$ cat src/hdl/osc_params.svh
`ifndef OSC_PARAMS_SVH
`define OSC_PARAMS_SVH

// register byte offsets
`define OSC_ADDR_STATUS 12'h000
`define OSC_ADDR_TRIM 12'h004
`define OSC_ADDR_CTRL 12'h008

// status fields
`define OSC_ST_ENGAGED_BIT 0
`define OSC_ST_GEN_ON_BIT 1

// control fields
`define OSC_CT_SEL_LSB 0
`define OSC_CT_PIN_OUT_BIT 2

// reset values
`define OSC_TRIM_RESET 8'h80
`define OSC_SEL_RESET 2'h0

// internal oscillator model: untrimmed period in ref_clk cycles
`define OSC_INT_BASE_CYC 4
// trim step is one part in this many of the untrimmed period
`define OSC_TRIM_UNITS 512
// external rising edges seen before the switch-over
`define OSC_EDGE_WAIT 2'h2

`endif

$ cat src/hdl/osc_pkg.sv
package osc_pkg;
    typedef enum logic [1:0] {
        OSC_SRC_INTERNAL = 2'h0,
        OSC_SRC_EXT_PIN = 2'h1,
        OSC_SRC_RC = 2'h2,
        OSC_SRC_CRYSTAL = 2'h3
    } osc_src_t;

    typedef enum logic [2:0] {
        OSC_SW_INTERNAL = 3'h1,
        OSC_SW_COUNT = 3'h2,
        OSC_SW_ENGAGED = 3'h4
    } osc_sw_state_t;
endpackage : osc_pkg

$ cat src/hdl/osc_clock_source_select.sv
// Decided for this implementation: the APB register port and the register offsets.
`timescale 1ns/1ps
`include "osc_params.svh"
// Contract
// - sysctl enable gates the selected source
// - full-rate output follows the selected source
// - half-rate output is full rate halved
// - wait mode leaves clocks running
// - stop mode halts both clock outputs
// - break state keeps both clocks running
// - two-bit select picks the source
// - generator-on bit starts switch, resets low
// - generator-on ignored in monitor, test modes
// - engaged bit shows external clock drives
// - trim factor sets internal period
// - pin outputs clock for internal, RC
// - pin bit ignored for crystal, external
// - crystal passes through at full rate
// - two edges, switch, engage, stop internal
// - no fallback; internal restarts only on reset
module osc_clock_source_select
    import osc_pkg::*;
(
    // clock and reset
    input wire logic ref_clk,
    input wire logic rst,
    // apb slave
    input wire logic psel,
    input wire logic penable,
    input wire logic pwrite,
    input wire logic [11:0] paddr,
    input wire logic [31:0] pwdata,
    output logic [31:0] prdata,
    output logic pready,
    output logic pslverr,
    // source clock levels, synchronous to ref_clk
    input wire logic first_oscillator_pin,
    input wire logic resistor_cap_clock,
    input wire logic crystal_clock,
    // system integration unit
    input wire logic osc_enable_from_sysctl,
    input wire logic stop_mode,
    input wire logic monitor_osc_bypass,
    input wire logic factory_test_mode_a,
    input wire logic factory_test_mode_b,
    output logic full_rate_clock,
    output logic half_rate_clock,
    // second oscillator pin
    output logic second_oscillator_pin_o,
    output logic second_oscillator_pin_oe,
    output logic port_a_bit4_io_sel
);
    // ==========================================================
    // registers and state
    // ==========================================================
    logic ext_clk_gen_on_r;
    logic ext_clk_engaged_r;
    logic [7:0] trim_factor_r;
    osc_src_t source_sel_r;
    logic pin_clock_out_en_r;
    osc_sw_state_t sw_state_r;
    osc_sw_state_t sw_state_nxt;
    logic [1:0] edge_cnt_r;
    logic half_phase_r;
    logic [31:0] prdata_r;

    logic wr_en;
    logic rd_setup;
    logic addr_ok;
    logic gen_on_eff;
    logic int_run;
    logic int_tick;
    logic pin_tick;
    logic rc_tick;
    logic xtal_tick;
    logic ext_tick;
    logic src_tick;
    logic clk_gate;

    function automatic logic is_mapped(input logic [11:0] a);
        return a == `OSC_ADDR_STATUS || a == `OSC_ADDR_TRIM || a == `OSC_ADDR_CTRL;
    endfunction : is_mapped

    // ==========================================================
    // apb slave: zero wait states, read data captured in setup
    // ==========================================================
    assign addr_ok = is_mapped(paddr);
    assign wr_en = psel & penable & pwrite & addr_ok;
    assign rd_setup = psel & ~penable & ~pwrite;
    assign pready = 1'b1;
    assign pslverr = psel & penable & ~addr_ok;
    assign prdata = prdata_r;

    always_ff @(posedge ref_clk) begin
        if (rst) begin
            prdata_r <= 32'h00000000;
        end else if (rd_setup) begin
            prdata_r <= 32'h00000000;
            unique case (paddr)
                `OSC_ADDR_STATUS: begin
                    prdata_r[`OSC_ST_GEN_ON_BIT] <= ext_clk_gen_on_r;
                    prdata_r[`OSC_ST_ENGAGED_BIT] <= ext_clk_engaged_r;
                end
                `OSC_ADDR_TRIM: begin
                    prdata_r[7:0] <= trim_factor_r;
                end
                `OSC_ADDR_CTRL: begin
                    prdata_r[`OSC_CT_SEL_LSB +: 2] <= source_sel_r;
                    prdata_r[`OSC_CT_PIN_OUT_BIT] <= pin_clock_out_en_r;
                end
                default: begin
                    prdata_r <= 32'h00000000;
                end
            endcase
        end
    end

    // status: only the generator-on bit is writable
    always_ff @(posedge ref_clk) begin
        if (rst) begin
            ext_clk_gen_on_r <= 1'b0;
        end else if (wr_en && paddr == `OSC_ADDR_STATUS) begin
            ext_clk_gen_on_r <= pwdata[`OSC_ST_GEN_ON_BIT];
        end
    end

    always_ff @(posedge ref_clk) begin
        if (rst) begin
            trim_factor_r <= `OSC_TRIM_RESET;
        end else if (wr_en && paddr == `OSC_ADDR_TRIM) begin
            trim_factor_r <= pwdata[7:0];
        end
    end

    always_ff @(posedge ref_clk) begin
        if (rst) begin
            source_sel_r <= osc_src_t'(`OSC_SEL_RESET);
            pin_clock_out_en_r <= 1'b0;
        end else if (wr_en && paddr == `OSC_ADDR_CTRL) begin
            source_sel_r <= osc_src_t'(pwdata[`OSC_CT_SEL_LSB +: 2]);
            pin_clock_out_en_r <= pwdata[`OSC_CT_PIN_OUT_BIT];
        end
    end

    // ==========================================================
    // sources
    // ==========================================================
    osc_int_gen u_int_gen (
        .ref_clk(ref_clk),
        .rst(rst),
        .run(int_run),
        .trim(trim_factor_r),
        .tick(int_tick)
    );

    osc_edge_tick u_pin_tick (
        .ref_clk(ref_clk),
        .rst(rst),
        .level_in(first_oscillator_pin),
        .tick(pin_tick)
    );

    osc_edge_tick u_rc_tick (
        .ref_clk(ref_clk),
        .rst(rst),
        .level_in(resistor_cap_clock),
        .tick(rc_tick)
    );

    // crystal edges pass untouched; early cycles may be irregular
    osc_edge_tick u_xtal_tick (
        .ref_clk(ref_clk),
        .rst(rst),
        .level_in(crystal_clock),
        .tick(xtal_tick)
    );

    always_comb begin
        unique case (source_sel_r)
            OSC_SRC_EXT_PIN: ext_tick = pin_tick;
            OSC_SRC_RC: ext_tick = rc_tick;
            OSC_SRC_CRYSTAL: ext_tick = xtal_tick;
            OSC_SRC_INTERNAL: ext_tick = 1'b0;
        endcase
    end

    // ==========================================================
    // internal to external switch-over
    // ==========================================================
    // monitor bypass and both test modes mask the request
    assign gen_on_eff = ext_clk_gen_on_r & ~monitor_osc_bypass
        & ~factory_test_mode_a & ~factory_test_mode_b;

    always_comb begin
        sw_state_nxt = sw_state_r;
        unique case (sw_state_r)
            OSC_SW_INTERNAL: begin
                if (gen_on_eff && source_sel_r != OSC_SRC_INTERNAL) begin
                    sw_state_nxt = OSC_SW_COUNT;
                end
            end
            OSC_SW_COUNT: begin
                // switch only on an external edge so no runt pulse appears
                if (ext_tick && edge_cnt_r == `OSC_EDGE_WAIT) begin
                    sw_state_nxt = OSC_SW_ENGAGED;
                end
            end
            OSC_SW_ENGAGED: begin
                sw_state_nxt = OSC_SW_ENGAGED;
            end
            default: begin
                sw_state_nxt = OSC_SW_INTERNAL;
            end
        endcase
    end

    always_ff @(posedge ref_clk) begin
        if (rst) begin
            sw_state_r <= OSC_SW_INTERNAL;
        end else begin
            sw_state_r <= sw_state_nxt;
        end
    end

    always_ff @(posedge ref_clk) begin
        if (rst) begin
            edge_cnt_r <= 2'h0;
        end else if (sw_state_r != OSC_SW_COUNT) begin
            edge_cnt_r <= 2'h0;
        end else if (ext_tick && edge_cnt_r != `OSC_EDGE_WAIT) begin
            edge_cnt_r <= edge_cnt_r + 2'h1;
        end
    end

    // engaged flag set with the state; the internal oscillator stops in the same cycle
    always_ff @(posedge ref_clk) begin
        if (rst) begin
            ext_clk_engaged_r <= 1'b0;
        end else if (sw_state_nxt == OSC_SW_ENGAGED) begin
            ext_clk_engaged_r <= 1'b1;
        end
    end

    // internal oscillator only comes back through reset
    assign int_run = ~ext_clk_engaged_r & osc_enable_from_sysctl & ~stop_mode;

    // ==========================================================
    // clock outputs
    // ==========================================================
    // wait and break have no hold on the gate: only enable and stop act
    assign clk_gate = osc_enable_from_sysctl & ~stop_mode;
    assign src_tick = ext_clk_engaged_r ? ext_tick : int_tick;

    always_ff @(posedge ref_clk) begin
        if (rst) begin
            full_rate_clock <= 1'b0;
            half_rate_clock <= 1'b0;
            half_phase_r <= 1'b0;
        end else begin
            full_rate_clock <= src_tick & clk_gate;
            half_rate_clock <= src_tick & clk_gate & half_phase_r;
            if (src_tick && clk_gate) begin
                half_phase_r <= ~half_phase_r;
            end
        end
    end

    // ==========================================================
    // second oscillator pin
    // ==========================================================
    logic pin_clk_mode;
    assign pin_clk_mode = pin_clock_out_en_r
        && (source_sel_r == OSC_SRC_INTERNAL || source_sel_r == OSC_SRC_RC);

    always_ff @(posedge ref_clk) begin
        if (rst) begin
            second_oscillator_pin_o <= 1'b0;
            second_oscillator_pin_oe <= 1'b0;
            port_a_bit4_io_sel <= 1'b1;
        end else begin
            second_oscillator_pin_o <= pin_clk_mode & src_tick & clk_gate;
            second_oscillator_pin_oe <= pin_clk_mode;
            // crystal keeps the pin for its amplifier; external pin mode frees it
            port_a_bit4_io_sel <= ~pin_clk_mode && source_sel_r != OSC_SRC_CRYSTAL;
        end
    end
endmodule : osc_clock_source_select

$ cat src/hdl/osc_edge_tick.sv
`timescale 1ns/1ps
// one-cycle pulse on each rising edge of a sampled source level
module osc_edge_tick (
    // clock and reset
    input wire logic ref_clk,
    input wire logic rst,
    // source level and tick
    input wire logic level_in,
    output logic tick
);
    logic prev_r;

    always_ff @(posedge ref_clk) begin
        if (rst) begin
            prev_r <= 1'b0;
        end else begin
            prev_r <= level_in;
        end
    end

    assign tick = level_in & ~prev_r;
endmodule : osc_edge_tick

$ cat src/hdl/osc_int_gen.sv
`timescale 1ns/1ps
`include "osc_params.svh"
// internal oscillator model: phase accumulator whose period follows the trim
module osc_int_gen (
    // clock and reset
    input wire logic ref_clk,
    input wire logic rst,
    // control
    input wire logic run,
    input wire logic [7:0] trim,
    // output tick
    output logic tick
);
    localparam int UNITS = `OSC_TRIM_UNITS;
    localparam int BASE = `OSC_INT_BASE_CYC;
    logic [13:0] acc_r;
    logic [13:0] limit;

    // one trim step moves the period by 1/512, close to 0.2 percent
    assign limit = 14'(BASE * (UNITS - 128 + int'(trim)));
    assign tick = run && (acc_r + 14'(UNITS) >= limit);

    always_ff @(posedge ref_clk) begin
        if (rst) begin
            acc_r <= 14'h0000;
        end else if (!run) begin
            acc_r <= 14'h0000;
        end else if (tick) begin
            acc_r <= acc_r + 14'(UNITS) - limit;
        end else begin
            acc_r <= acc_r + 14'(UNITS);
        end
    end
endmodule : osc_int_gen

$ cat config.mk
export PLATFORM = sky130hd
export DESIGN_NAME = osc_clock_source_select
export DESIGN_NICKNAME = d
export VERILOG_FILES = /design/src/hdl/osc_pkg.sv /design/src/hdl/osc_clock_source_select.sv /design/src/hdl/osc_edge_tick.sv /design/src/hdl/osc_int_gen.sv
export VERILOG_INCLUDE_DIRS = /design/src /design/src/hdl
export SDC_FILE = /design/constraint.sdc
export NUM_CORES = 1
export LEC_CHECK = 0
export BUFFER_PORTS_ARGS = -buffer_cell sky130_fd_sc_hd__buf_2
export CAP_MARGIN = 20
export CORE_ASPECT_RATIO = 1.75
export CORE_UTILIZATION = 50
export CTS_CLUSTER_DIAMETER = 60
export DETAILED_ROUTE_END_ITERATION = 8
export PLACE_DENSITY = 0.81
export SETUP_SLACK_MARGIN = 0.02
export SYNTH_ARGS = -nofsm -noshare
export SYNTH_HDL_FRONTEND = slang
export SYNTH_SLANG_ARGS = --single-unit
export TNS_END_PERCENT = 10
$ cat constraint.sdc
create_clock -name ref_clk -period 3.15 [get_ports ref_clk]
set_clock_uncertainty 0.2 [all_clocks]
set_input_delay 0.315 -clock ref_clk [delete_from_list [all_inputs] [get_ports ref_clk]]
set_output_delay 0.315 -clock ref_clk [all_outputs]
set_load 0.02 [all_outputs]
== Word level (Yosys, flattened, before mapping) ==
Index checks and enable logic that the tools add are counted.
Storage, ports and cells
  flip-flop bits (word level): 49
  input bits: 57
Cells by class
  add/sub/neg operators: 4
  $lt $le $gt $ge: 1
  eq/ne operators: 13
  muxes and demuxes: 9
  bitwise gates (word level): 33
  reduce and logical (&&, ||, !) cells: 18
Operators with widths (count)
  AND 1 bit: 19
  adder 14 x 10 -> 14 bit, second input constant: 1
  >= comparator 14 bit: 1
  two-way mux 14 bit: 1
  inverter 1 bit: 14
  subtractor 14 bit: 1
  == test 12 x 3 -> 1 bit, second input constant: 1
  == test 12 x 4 -> 1 bit, second input constant: 1
  zero test 12 bit: 1
  adder 9 x 8 -> 10 bit, first input constant: 1
  logical AND 1 bit: 10
  one-hot mux 3 bit (3 select lines): 1
  == test 2 bit, second input constant: 3
  == test 3 bit, second input constant: 2
  two-way mux 3 bit: 2
  one-hot mux 2 bit (3 select lines): 1
  two-way mux 5 bit: 1
  inequality test 2 bit, second input constant: 2
  one-hot mux 1 bit (4 select lines): 1
  OR reduction 2 bit: 2
  == test 3 x 1 -> 1 bit, second input constant: 1
  == test 3 x 2 -> 1 bit, second input constant: 1
  logical OR 1 bit: 3
  inequality test 3 x 2 -> 1 bit, second input constant: 1
  other kinds (6): 6

== Logic depth before layout (Yosys ltp) ==
Gate-level depths: netlist (run 1).
  depth in word-level cells: 8
  gate-level depth with buffers: 10
  mapped depth without buffers: 9

== Cells and area by module ==
A second synthesis (run 1) with hierarchy kept.
Second synthesis, totals
  cell total of the unflattened synthesis: 309
  area total of the unflattened synthesis: 2776.4 um^2
By module, submodules not included
  osc_clock_source_select: instances 1, cells each 171, area an instance 1636.6 um^2, sequential area each 640.6 um^2
  osc_int_gen: instances 1, cells each 129, area an instance 997.2 um^2, sequential area each 240.2 um^2
  osc_edge_tick: instances 3, cells each 3, area an instance 47.5 um^2, sequential area each 20.0 um^2

== Least setup slack after synthesis (run 1) ==
OpenSTA, ideal clock, no wires.
  kind: flip-flop to flip-flop
  from: reg u_int_gen.acc_r[2]
  to: reg u_int_gen.acc_r[8]
  library setup time: 0.070 ns
  data arrival time: 2.420 ns
  setup slack: 0.460 ns
  stages on the path, launching flop included: 11
  buffers on the path: 1
  period minus slack after synthesis: 2.690 ns
  cell sequence: dfxtp_1 > inv_1 > ha_1 > fa_1 > nand2b_1 > a211oi_1 > o41ai_2 > and2_1 > clkbuf_1 > or3b_2 > a21oi_1
Between the ends
  longest elaborated chain between the ends: 4
  elaborated cells between the ends (all ways): 5
  classes of those cells: add/sub: 2; order compare: 1; mux: 1; reduce/logical: 1
Ends and longest elaborated chain
  start, declared: RTL line osc_int_gen.sv:16  | logic [13:0] acc_r;
  start signal, assigned: RTL line osc_int_gen.sv:29  | acc_r <= acc_r + 14'(UNITS) - limit;
  start signal, assigned: RTL line osc_int_gen.sv:31  | acc_r <= acc_r + 14'(UNITS);
  adder 14 x 10 -> 14 bit (*): RTL line osc_int_gen.sv:21, osc_int_gen.sv:29, osc_int_gen.sv:31
  >= comparator 14 bit: RTL line osc_int_gen.sv:21  | assign tick = run && (acc_r + 14'(UNITS) >= limit);
  logical AND 1 bit: RTL line osc_int_gen.sv:21
  two-way mux 14 bit (*): RTL line osc_int_gen.sv:28  | end else if (tick) begin
Mark *: on every way between the ends. The rest lies on a longest branch, timed or not.
A chain may end at the register's enable or synchronous reset.

== Worst setup path in the final report (run 1) ==
Same ends and word-level chain as after synthesis.

==> results of run 1 <==
## worst max-delay path by stage
stage / from / to / slack (ps)
after CTS: u_int_gen.acc_r[2]$_SDFFE_PP0N_ / u_int_gen.acc_r[8]$_SDFFE_PP0N_ / 370
final: u_int_gen.acc_r[2]$_SDFFE_PP0N_ / u_int_gen.acc_r[8]$_SDFFE_PP0N_ / 400
after floorplan: u_int_gen.acc_r[2]$_SDFFE_PP0N_ / u_int_gen.acc_r[8]$_SDFFE_PP0N_ / 460
after global routing: u_int_gen.acc_r[2]$_SDFFE_PP0N_ / u_int_gen.acc_r[8]$_SDFFE_PP0N_ / 170
after global placement: u_int_gen.acc_r[2]$_SDFFE_PP0N_ / u_int_gen.acc_r[8]$_SDFFE_PP0N_ / 430
after detailed placement: u_int_gen.acc_r[2]$_SDFFE_PP0N_ / u_int_gen.acc_r[8]$_SDFFE_PP0N_ / 400
## power by group through the flow
| stage | clock [mW] | sequential (mW) | combinational, mW |
|---|---|---|---|
| 4_1_cts | 0.375 | 0.598 | 0.0880 |
| 5_1_grt | 0.393 | 0.598 | 0.0958 |
| 3_5_place_dp | 0 | 0.612 | 0.0878 |
| 3_3_place_gp | 0 | 0.611 | 0.0860 |
| 6_report | 0.363 | 0.598 | 0.0881 |
| 2_1_floorplan | 0 | 0.611 | 0.0814 |
## cell families (layout without fill, tap and decap cells)
logic type	Yosys count	after routing
muxes	17	17
DFF	47	47
AOI/OAI and AO/OA	56	56
buffers and inverters	49	73
adders and majority gates	13	13
other	2	25
and+or+nand+nor	124	124
xor gates and xnor gates	8	8
## area by class of cell
cell class | instances | area, µm²
clock buffer | 5 | 68.8
clock inverter | 3 | 18.8
fill | 451 | 2110
inverter | 16 | 60.1
multi-input combinational | 243 | 1500
sequential | 47 | 941
tap | 54 | 67.6
timing repair buffer | 49 | 253
## cells in the mapped netlist, drive strengths merged (3+ instances only)
cell and n:
a211oi 6, a21oi 21, a22oi 6, and2 3, buf 26, clkbuf 7
dfxtp 47, ha 12, inv 16, mux2 3, mux2i 14, nand2 25
nand2b 9, nand3 5, nand4 4, nor2 46, nor2b 10, nor3 10
o21ai 8, or4 3, xnor2 6
## registers in the layout, summed over array words and instances (netlist names), 2 cells and up
signal	cells
u_int_gen.acc_r	12
prdata	8
trim_factor_r	8
sw_state_r	3
edge_cnt_r	2
source_sel_r	2
## stage by stage
| stage | cells | cell area (µm²) | hold slack, ps | setup slack (ps) |
|---|---|---|---|---|
| 2_1_floorplan | 339 | 2730 | 233 | 460 |
| 3_3_place_gp | 409 | 2820 | 239 | 433 |
| 3_5_place_dp | 409 | 2820 | 245 | 398 |
| 4_1_cts | 417 | 2910 | 28.9 | 374 |
| 5_1_grt | 417 | 2910 | 36.9 | 175 |
| 6_report | 417 | 2910 | 36.4 | 396 |
## cell usage in the layout, fill, tap and decap left out, drive strengths merged, types with 2 or more instances in the layout
cell	instances
clkinv	2
a21oi	21
o21ai	8
nand2b	9
xor2	2
nor2	46
nand2	25
clkbuf	5
o22ai	2
nor3	10
nand4	4
or4	3
and2	3
nor3b	2
conb	25
nand3	5
nor2b	10
dfxtp	47
a22oi	6
a21o	2
a211oi	6
o211ai	2
mux2i	14
mux2	3
inv	17
buf	49
ha	12
xnor2	6
## layer usage
metal	track usage	vias up	wire length, µm
met5	0	-	0
li1	-	1136	-
met3	0.0318	15	191
met4	0.103	0	168
met1	0.202	1043	1940
met2	0.370	67	2890
## worst register-to-register path: stages, from the launching register on
cell and delay [ps]:
dfxtp_1 340, inv_1 40, ha_1 190, fa_1 380, nand2b_1 210, a211oi_1 330
o41ai_2 160, and2_1 220, or3b_2 480, a21oi_1 140
==> impl_metrics.csv, run 1 <==
group,metric,value,unit
run_status,status,"finished with violations",
run_status,violations,"design-rule violations",
synth,synthSimpleGateAreaFrac,0.239,
synth,yosys_warnings,0,
sta,finalSetupTns,0,ps
synth,synth_top_area_cell,"dfxtp_1",
die,num_rows,34,
setup_path,r2r_slack,400,ps
setup_path,path_buf_inv,1,
min_path,min_path_type,"primary input to flip-flop",
clocking,cts_tree,"done",
min_path,hold_end,"u_xtal_tick.prev_r$_SDFF_PP0_",
pwr,netSwitchingFraction,0.256,
sta,finalSetupViolCount,0,
sta,slew_headroom,0.613,
clocking,cts_root_buf,"clkbuf_8",
setup_path,cpMaxStageDelayCell,"or3b_2",
die,initial_core_util,0.526,
synth,synth_xor_area_frac,0.0266,
synth,synth_top_family_by_area,"simple AND/OR/NAND/NOR gates",
synth,postSynthCellCount,316,
setup_path,cp-end-kind,"flip-flop",
layout,nets,432,
min_path,min_path_cells,2,
pwr,p_clk_frac,0.346,
layout,finish.utilization,0.579,
die,die_h,98.1,µm
pwr,power.internal,0.780,mW
die,ioPinCount,96,
placement,place_hpwl,4110,µm
setup_path,crit_family,"simple AND/OR/NAND/NOR gates",
clocking,clkSinkCount,47,
global_route,grt_antenna_before_repair,0,
pwr,report.power.total,1.05,mW
clocking,cts_made_buffers,5,
synth,postSynthAreaPerCell,8.35,µm²
clocking,htree_levels,2,
drt,drt_first_pass_iters,7,
sta,timing.fmax,363,MHz
setup_path,cp_max_fo,5,
layout,area_delta_synth_final,10.2,%
pwr,p_sw,0.268,mW
setup_path,path_class,"flip-flop to flip-flop",
clocking,holdBufCountCts,0,
layout,n_antenna_cell,0,
synth,synth_compound_area_frac,0.136,
layout,layout-drive-gt1-share,0.187,
pwr,pwr-share-comb,0.084,
synth,synthArstFlopShare,0,
pwr,leakagePower,1.21,nW
synth,synth.top_cell.area_share,0.357,
drt,vias_per_cell,5.42,
die,core-area,5020,µm²
die,die_area,5580,µm²
clocking,post_cts_resize_count,0,
setup_path,path_cells,"inv_1 > ha_1 > fa_1 > nand2b_1 > a211oi_1 > o41ai_2 > and2_1 > or3b_2 > a21oi_1",
setup_path,arrival,2780,ps
synth,synthMuxAreaShare,0.0659,
synth,synth_adder_area_share,0.0645,
synth,synth_ff_type,"dfxtp_1",
flow_run,maxCapViolations,0,
drt,totalWireLength,5190,µm
min_path,hold_start,"crystal_clock",
pwr,power_density,361,nW/µm²
setup_path,rr_endpoint,"u_int_gen.acc_r[8]$_SDFFE_PP0N_",
clocking,cts.reportedPaths.clkPinSlew,90,ps
die,die_w,56.9,µm
global_route,grt_max_degree,34,
synth,synth_cell_types,49,
setup_path,worst-path-stages,9,
clocking,clockBufferDepth,2,
pwr,irDropWorstVdd,0.466,mV
global_route,grt_overflow,0,
pwr,seqPwrFrac,0.570,
sta,tightest_slew,581,ps
clocking,cts_setup_buffers,0,
synth,synth_edf_count,0,
drt,ant_nets,0,
setup_path,reg2reg_depth,9,
synth,yosysSeqAreaShare,0.357,
sta,drv_slew,0,
setup_path,cp_data_required_time,3180,ps
drt,vias,2261,
sta,rsz0062_at_grt,"no",
drt,wire_per_inst,12.4,µm
setup_path,crit_path_start_kind,"flip-flop",
synth,synth_area_leaders,"dfxtp_1, buf_4, nor2_1",
setup_path,reg2reg_from,"u_int_gen.acc_r[2]$_SDFFE_PP0N_",
global_route,grt_first_pass_wirelength,8810,µm
sta,hold_viol_final,0,
synth,syn_area,2640,µm²
global_route,grt_pass1_vias,2124,
sta,finalCriticalPeriod,2750,ps
clocking,clk_latency,300,ps
sta,finalCritPeriodShare,0.874,
drt,drt_iter0_drc,55,
placement,port_buffers,46,
placement,gp_congestion,0.831,
synth,yosys_register_bits,47,
drt,post-route-drc-count,12,
global_route,grt_usage,0.197,
setup_path,max_stage_delay,480,ps
(Power assumes the default switching activity.)
==> run 2: changes to the inputs <==
Settings changed: CORE_UTILIZATION 50 to 51, CTS_BUF_LIST from default to sky130_fd_sc_hd__clkbuf_4 sky130_fd_sc_hd__clkbuf_8, PLACE_DENSITY 0.81 to 0.82.
==> run 2 against run 1 <==
  * The run now ends clean
  * First-iteration DRC count fell by 15%
  * Register-to-register slack worse by 40 ps
  * Power is 7.2% higher
  * Critical path type unchanged
==> impl_metrics.csv, run 2 (synthesis results as in run 1) <==
group,metric,value,unit
run_status,status,"finished, final reports clean",
setup_path,reg2reg_depth,9,
setup_path,cp_data_required_time,3180,ps
setup_path,max_stage_delay,480,ps
layout,regMostFlops,"u_int_gen.acc_r",
layout,nFillCells,455,
layout,layout_commonest_cell,"dfxtp_1",
setup_path,crit_end,"u_int_gen.acc_r[8]$_SDFFE_PP0N_",
clocking,holdBufCountCts,0,
clocking,cts_setup_buffers,0,
global_route,grt_antenna_before_repair,0,
setup_path,critical_path.startpoint,"u_int_gen.acc_r[2]$_SDFFE_PP0N_",
pwr,power_density,383,nW/µm²
sta,timing.fmax,357,MHz
global_route,grt_usage,0.201,
die,die_w,56.4,µm
layout,largest_reg_flops,12,
sta,finalSetupViolCount,0,
sta,hold_viol_final,0,
placement,post_dp_cell_area,2820,µm²
min_path,min_path_type,"primary input to flip-flop",
clocking,htree_levels,2,
setup_path,path_cells,"inv_1 > ha_1 > fa_1 > nand2b_1 > a211oi_1 > o41ai_2 > and2_1 > or3b_2 > a21oi_1",
drt,totalWireLength,5130,µm
sta,finalCriticalPeriod,2800,ps
sta,slew_headroom,0.607,
sta,rsz0062_at_grt,"no",
pwr,power.internal,0.860,mW
drt,drt_iter0_drc,47,
clocking,cts_made_buffers,5,
clocking,clockBufferDepth,2,
global_route,grt_first_pass_wirelength,8880,µm
layout,fin_area,2930,µm²
layout,regArea,941,µm²
layout,layout-drive-gt1-share,0.187,
sta,drv_slew,0,
die,ioPinCount,96,
sta,finalSetupTns,0,ps
clocking,clkSinkCount,47,
placement,gp_congestion,0.868,
setup_path,crit_family,"simple AND/OR/NAND/NOR gates",
setup_path,path_buf_inv,1,
die,core-area,4980,µm²
die,num_rows,34,
placement,place_hpwl,4070,µm
global_route,grt_overflow,0,
sta,tightest_slew,590,ps
sta,finalCritPeriodShare,0.888,
setup_path,arrival,2830,ps
setup_path,cp-end-kind,"flip-flop",
drt,ant_nets,0,
die,initial_core_util,0.530,
pwr,p_clk_frac,0.390,
clocking,post_cts_resize_count,0,
setup_path,crit_path_start_kind,"flip-flop",
layout,n_antenna_cell,0,
layout,final_cell_mix,"dfxtp_1, buf_2, nor2_1, nand2_1, conb_1",
clocking,cts.reportedPaths.clkPinSlew,90,ps
layout,nets,432,
layout,multi_input_area,1500,µm²
drt,post-route-drc-count,0,
clocking,cts_root_buf,"clkbuf_8",
die,die_h,97.2,µm
drt,wire_per_inst,12.3,µm
setup_path,cpMaxStageDelayCell,"or3b_2",
setup_path,reg2reg_from,"u_int_gen.acc_r[2]$_SDFFE_PP0N_",
global_route,grt_pass1_vias,2121,
setup_path,cp_max_fo,5,
placement,port_buffers,46,
flow_run,maxCapViolations,0,
layout,area_delta_synth_final,11.1,%
pwr,seqPwrFrac,0.531,
pwr,irDropWorstVdd,0.504,mV
setup_path,rr_endpoint,"u_int_gen.acc_r[8]$_SDFFE_PP0N_",
pwr,netSwitchingFraction,0.235,
drt,vias_per_cell,5.33,
pwr,p_sw,0.264,mW
setup_path,r2r_slack,350,ps
global_route,grt_max_degree,34,
drt,vias,2223,
setup_path,path_class,"flip-flop to flip-flop",
die,die_area,5480,µm²
sta,hold_ws,28.7,ps
clocking,clk_latency,300,ps
pwr,pwr-share-comb,0.079,
pwr,leakagePower,1.22,nW
clocking,cts_tree,"done",
setup_path,worst-path-stages,9,
drt,drt_first_pass_iters,4,
[run 2: cell types whose count changed in the layout (fill, tap and decap cells not counted)]
cell       before  now
bufinv_16       0    1
clkinv_2        2    1
clkinv_4        0    1
inv_6           1    0
[run 2: worst min path at each step]
stage | start | endpoint | cells after the start
finish | pwdata[7] | trim_factor_r[7]$_SDFFE_PP1P_ | 2
global route | pwdata[7] | trim_factor_r[7]$_SDFFE_PP1P_ | 2
CTS | pwdata[7] | trim_factor_r[7]$_SDFFE_PP1P_ | 2
detailed placement | prdata[0]$_SDFFE_PP0P_ | prdata[0]$_SDFFE_PP0P_ | 2
global placement | prdata[0]$_SDFFE_PP0P_ | prdata[0]$_SDFFE_PP0P_ | 2
floorplan | pwdata[7] | trim_factor_r[7]$_SDFFE_PP1P_ | 1
[run 2: metal layers]
layer  global-route usage  part of all wire  up-vias
met2                0.377              0.55       68
met3               0.0360             0.039       13
li1                     -                 -     1126
met4               0.0994             0.032        0
met1                0.205              0.38     1016
met5                    0                 0        -
[run 2: layout make-up]
cell class / count / share of cell area
clock buffer: 5 / 0.0235
timing repair buffer: 49 / 0.0862
clock inverter: 3 / 0.0149
inverter: 16 / 0.0205
multi-input combinational: 243 / 0.511
tap: 54 / 0.0230
sequential: 47 / 0.321
[run 2: metrics by stage]
step,util,worst slack (ps),cells,total power [mW]
floorplan,-,460,339,0.693
global placement,0.567,429,409,0.698
detailed placement,0.567,364,409,0.699
CTS,0.589,341,417,1.13
global route,0.589,116,417,1.17
finish,0.589,351,417,1.12
[run 2: power by group through the flow]
stage / clock network, mW / logic, mW / registers, mW
6_report: 0.438 / 0.0884 / 0.597
5_1_grt: 0.471 / 0.0971 / 0.598
4_1_cts: 0.446 / 0.0880 / 0.598
3_5_place_dp: 0 / 0.0877 / 0.612
3_3_place_gp: 0 / 0.0865 / 0.611
2_1_floorplan: 0 / 0.0814 / 0.611
==> run 3: changes to the inputs <==
Settings changed: CORE_UTILIZATION 51 to 46, PLACE_DENSITY 0.82 to 0.78.
Clock period 3.15 ns to 2.57 ns, I/O delays scaled along.
==> run 3 against run 2 <==
  * The run now ends with negative hold slack left
  * Global-route usage is 0.40 points lower
  * Sequential cell count stayed put
  * Non-clock buffer count is 21 higher
  * Power is 17% higher
  * Register-to-register slack worse by 320 ps
  * Routed wire length is 11% higher
  * First-iteration DRC count is 32% lower
  * Worst setup slack worse by 320 ps
  * Worst hold slack worse by 31 ps
  * Maximum frequency is 10% higher
  * Critical endpoint is now u_int_gen.acc_r[13]$_SDFF_PP0_
  * Largest cell class unchanged
==> impl_metrics.csv, run 3 (synthesis results as in run 1) <==
group,metric,value,unit
die,core-area,5540,µm²
setup_path,path_class,"flip-flop to flip-flop",
sta,drv_slew,0,
clocking,cts_tree,"done",
layout,regMostFlops,"u_int_gen.acc_r",
drt,vias_per_cell,5.10,
pwr,netSwitchingFraction,0.255,
layout,nets,453,
global_route,grt_antenna_before_repair,0,
drt,drt_first_pass_iters,4,
flow_run,maxCapViolations,0,
sta,hold_viol_final,1,
sta,hold_ws,-1.82,ps
setup_path,cp_max_fo,5,
sta,tightest_slew,558,ps
drt,ant_nets,0,
placement,gp_congestion,0.860,
layout,area_delta_synth_final,22.3,%
pwr,power.internal,0.976,mW
placement,place_hpwl,4270,µm
sta,finalSetupViolCount,0,
clocking,htree_levels,2,
die,initial_core_util,0.476,
drt,wire_per_inst,12.3,µm
die,num_rows,36,
pwr,power_density,406,nW/µm²
setup_path,path_cells,"inv_1 > ha_2 > fa_2 > nand2b_4 > a211oi_4 > o41ai_4 > and2_4 > or4_4 > a21oi_2",
pwr,p_sw,0.334,mW
layout,final_cell_mix,"buf_2, nor2_1, dfxtp_1, nand2_1, conb_1",
global_route,grt_max_degree,34,
layout,layout-drive-gt1-share,0.260,
clocking,cts.reportedPaths.clkPinSlew,90,ps
setup_path,arrival,2580,ps
run_status,violations,"negative hold slack",
setup_path,crit_path_start_kind,"flip-flop",
run_status,status,"finished with violations",
placement,pre_cts_slack,-31.3,ps
pwr,irDropWorstVdd,0.452,mV
global_route,grt_first_pass_wirelength,9050,µm
sta,finalCriticalPeriod,2530,ps
drt,post-route-drc-count,0,
sta,fin_ws,35.8,ps
clocking,clockBufferDepth,2,
global_route,grt_overflow,0,
sta,rsz0062_at_grt,"yes",
global_route,grt_pass1_vias,2178,
global_route,grt_usage,0.197,
placement,port_buffers,46,
clocking,cts_root_buf,"clkbuf_8",
die,die_w,59.3,µm
layout,n_antenna_cell,0,
layout,layout_commonest_cell,"buf_2",
setup_path,cpMaxStageDelayCell,"or4_4",
die,die_area,6060,µm²
die,die_h,102,µm
clocking,cts_made_buffers,5,
setup_path,cp-end-kind,"flip-flop",
clocking,clkSinkCount,47,
drt,drt_iter0_drc,32,
die,ioPinCount,96,
setup_path,cp_data_required_time,2610,ps
layout,largest_reg_flops,12,
sta,finalCritPeriodShare,0.986,
drt,totalWireLength,5680,µm
setup_path,max_stage_delay,480,ps
pwr,pwr-share-comb,0.094,
placement,post_dp_cell_area,2950,µm²
pwr,p_clk_frac,0.347,
pwr,seqPwrFrac,0.558,
drt,vias,2345,
sta,timing.fmax,395,MHz
layout,fin_area,3230,µm²
sta,slew_headroom,0.628,
clocking,clk_latency,310,ps
min_path,min_path_type,"primary input to flip-flop",
layout,finish.utilization,0.583,
pwr,leakagePower,1.32,nW
[run 3: cell type report]
class	count	area, µm²
fillers	476	2310
clock inverters	2	12.5
inverters	16	60.1
multi-input cells	243	1600
well taps	76	95.1
repair buffers	70	435
clock buffers	6	76.3
flip-flops and latches	47	945
[run 3: repair_timing]
action	4_1_cts	5_1_grt
setup endpoints to repair	6	14
buffers inserted	0	3
hold endpoints to repair	7	0
hold buffers	7	0
pin swaps	0	8
resized for setup	6	14
cloned	0	0
[run 3: routing by layer]
| metal | part of all wire | track usage |
|---|---|---|
| met1 | 0.37 | 0.179 |
| met5 | 0 | 0 |
| met3 | 0.034 | 0.0342 |
| met4 | 0.028 | 0.119 |
| met2 | 0.57 | 0.383 |
[run 3: worst max-delay path, delay by kind of cell (launching register included)]
| kind | cells | cell delay (ps) |
|---|---|---|
| compound gates | 3 | 550 |
| buf+inv | 1 | 40 |
| simple gates | 3 | 840 |
| flops | 1 | 330 |
| fa+ha+maj | 2 | 510 |
[run 3: per-stage QoR]
stage	power (mW)	TNS (ps)	cells
floorplan	0.849	0	339
global placement	0.857	-6.62	442
detailed placement	0.859	-60.8	442
CTS	1.32	0	457
global route	1.36	-85.2	460
finish	1.31	0	460
[run 3: power by group through the flow]
stage          clock network [mW]  registers [mW]  logic (mW)
6_report                    0.455           0.732       0.124
5_1_grt                     0.490           0.733       0.135
4_1_cts                     0.466           0.732       0.119
3_5_place_dp                    0           0.749       0.110
3_3_place_gp                    0           0.749       0.108
2_1_floorplan                   0           0.749       0.100
[run 3: worst paths after layout]
path | from | end | slack (ps) | cells after the start
setup / recovery | u_int_gen.acc_r[2]$_SDFFE_PP0N_ | u_int_gen.acc_r[13]$_SDFF_PP0_ | 40 | 9
hold / removal | resistor_cap_clock | u_rc_tick.prev_r$_SDFF_PP0_ | -2 | 2
hold reg to reg | prdata[1]$_SDFFE_PP0P_ | prdata[1]$_SDFFE_PP0P_ | 260 | 2
setup reg to reg | u_int_gen.acc_r[2]$_SDFFE_PP0N_ | u_int_gen.acc_r[13]$_SDFF_PP0_ | 40 | 9
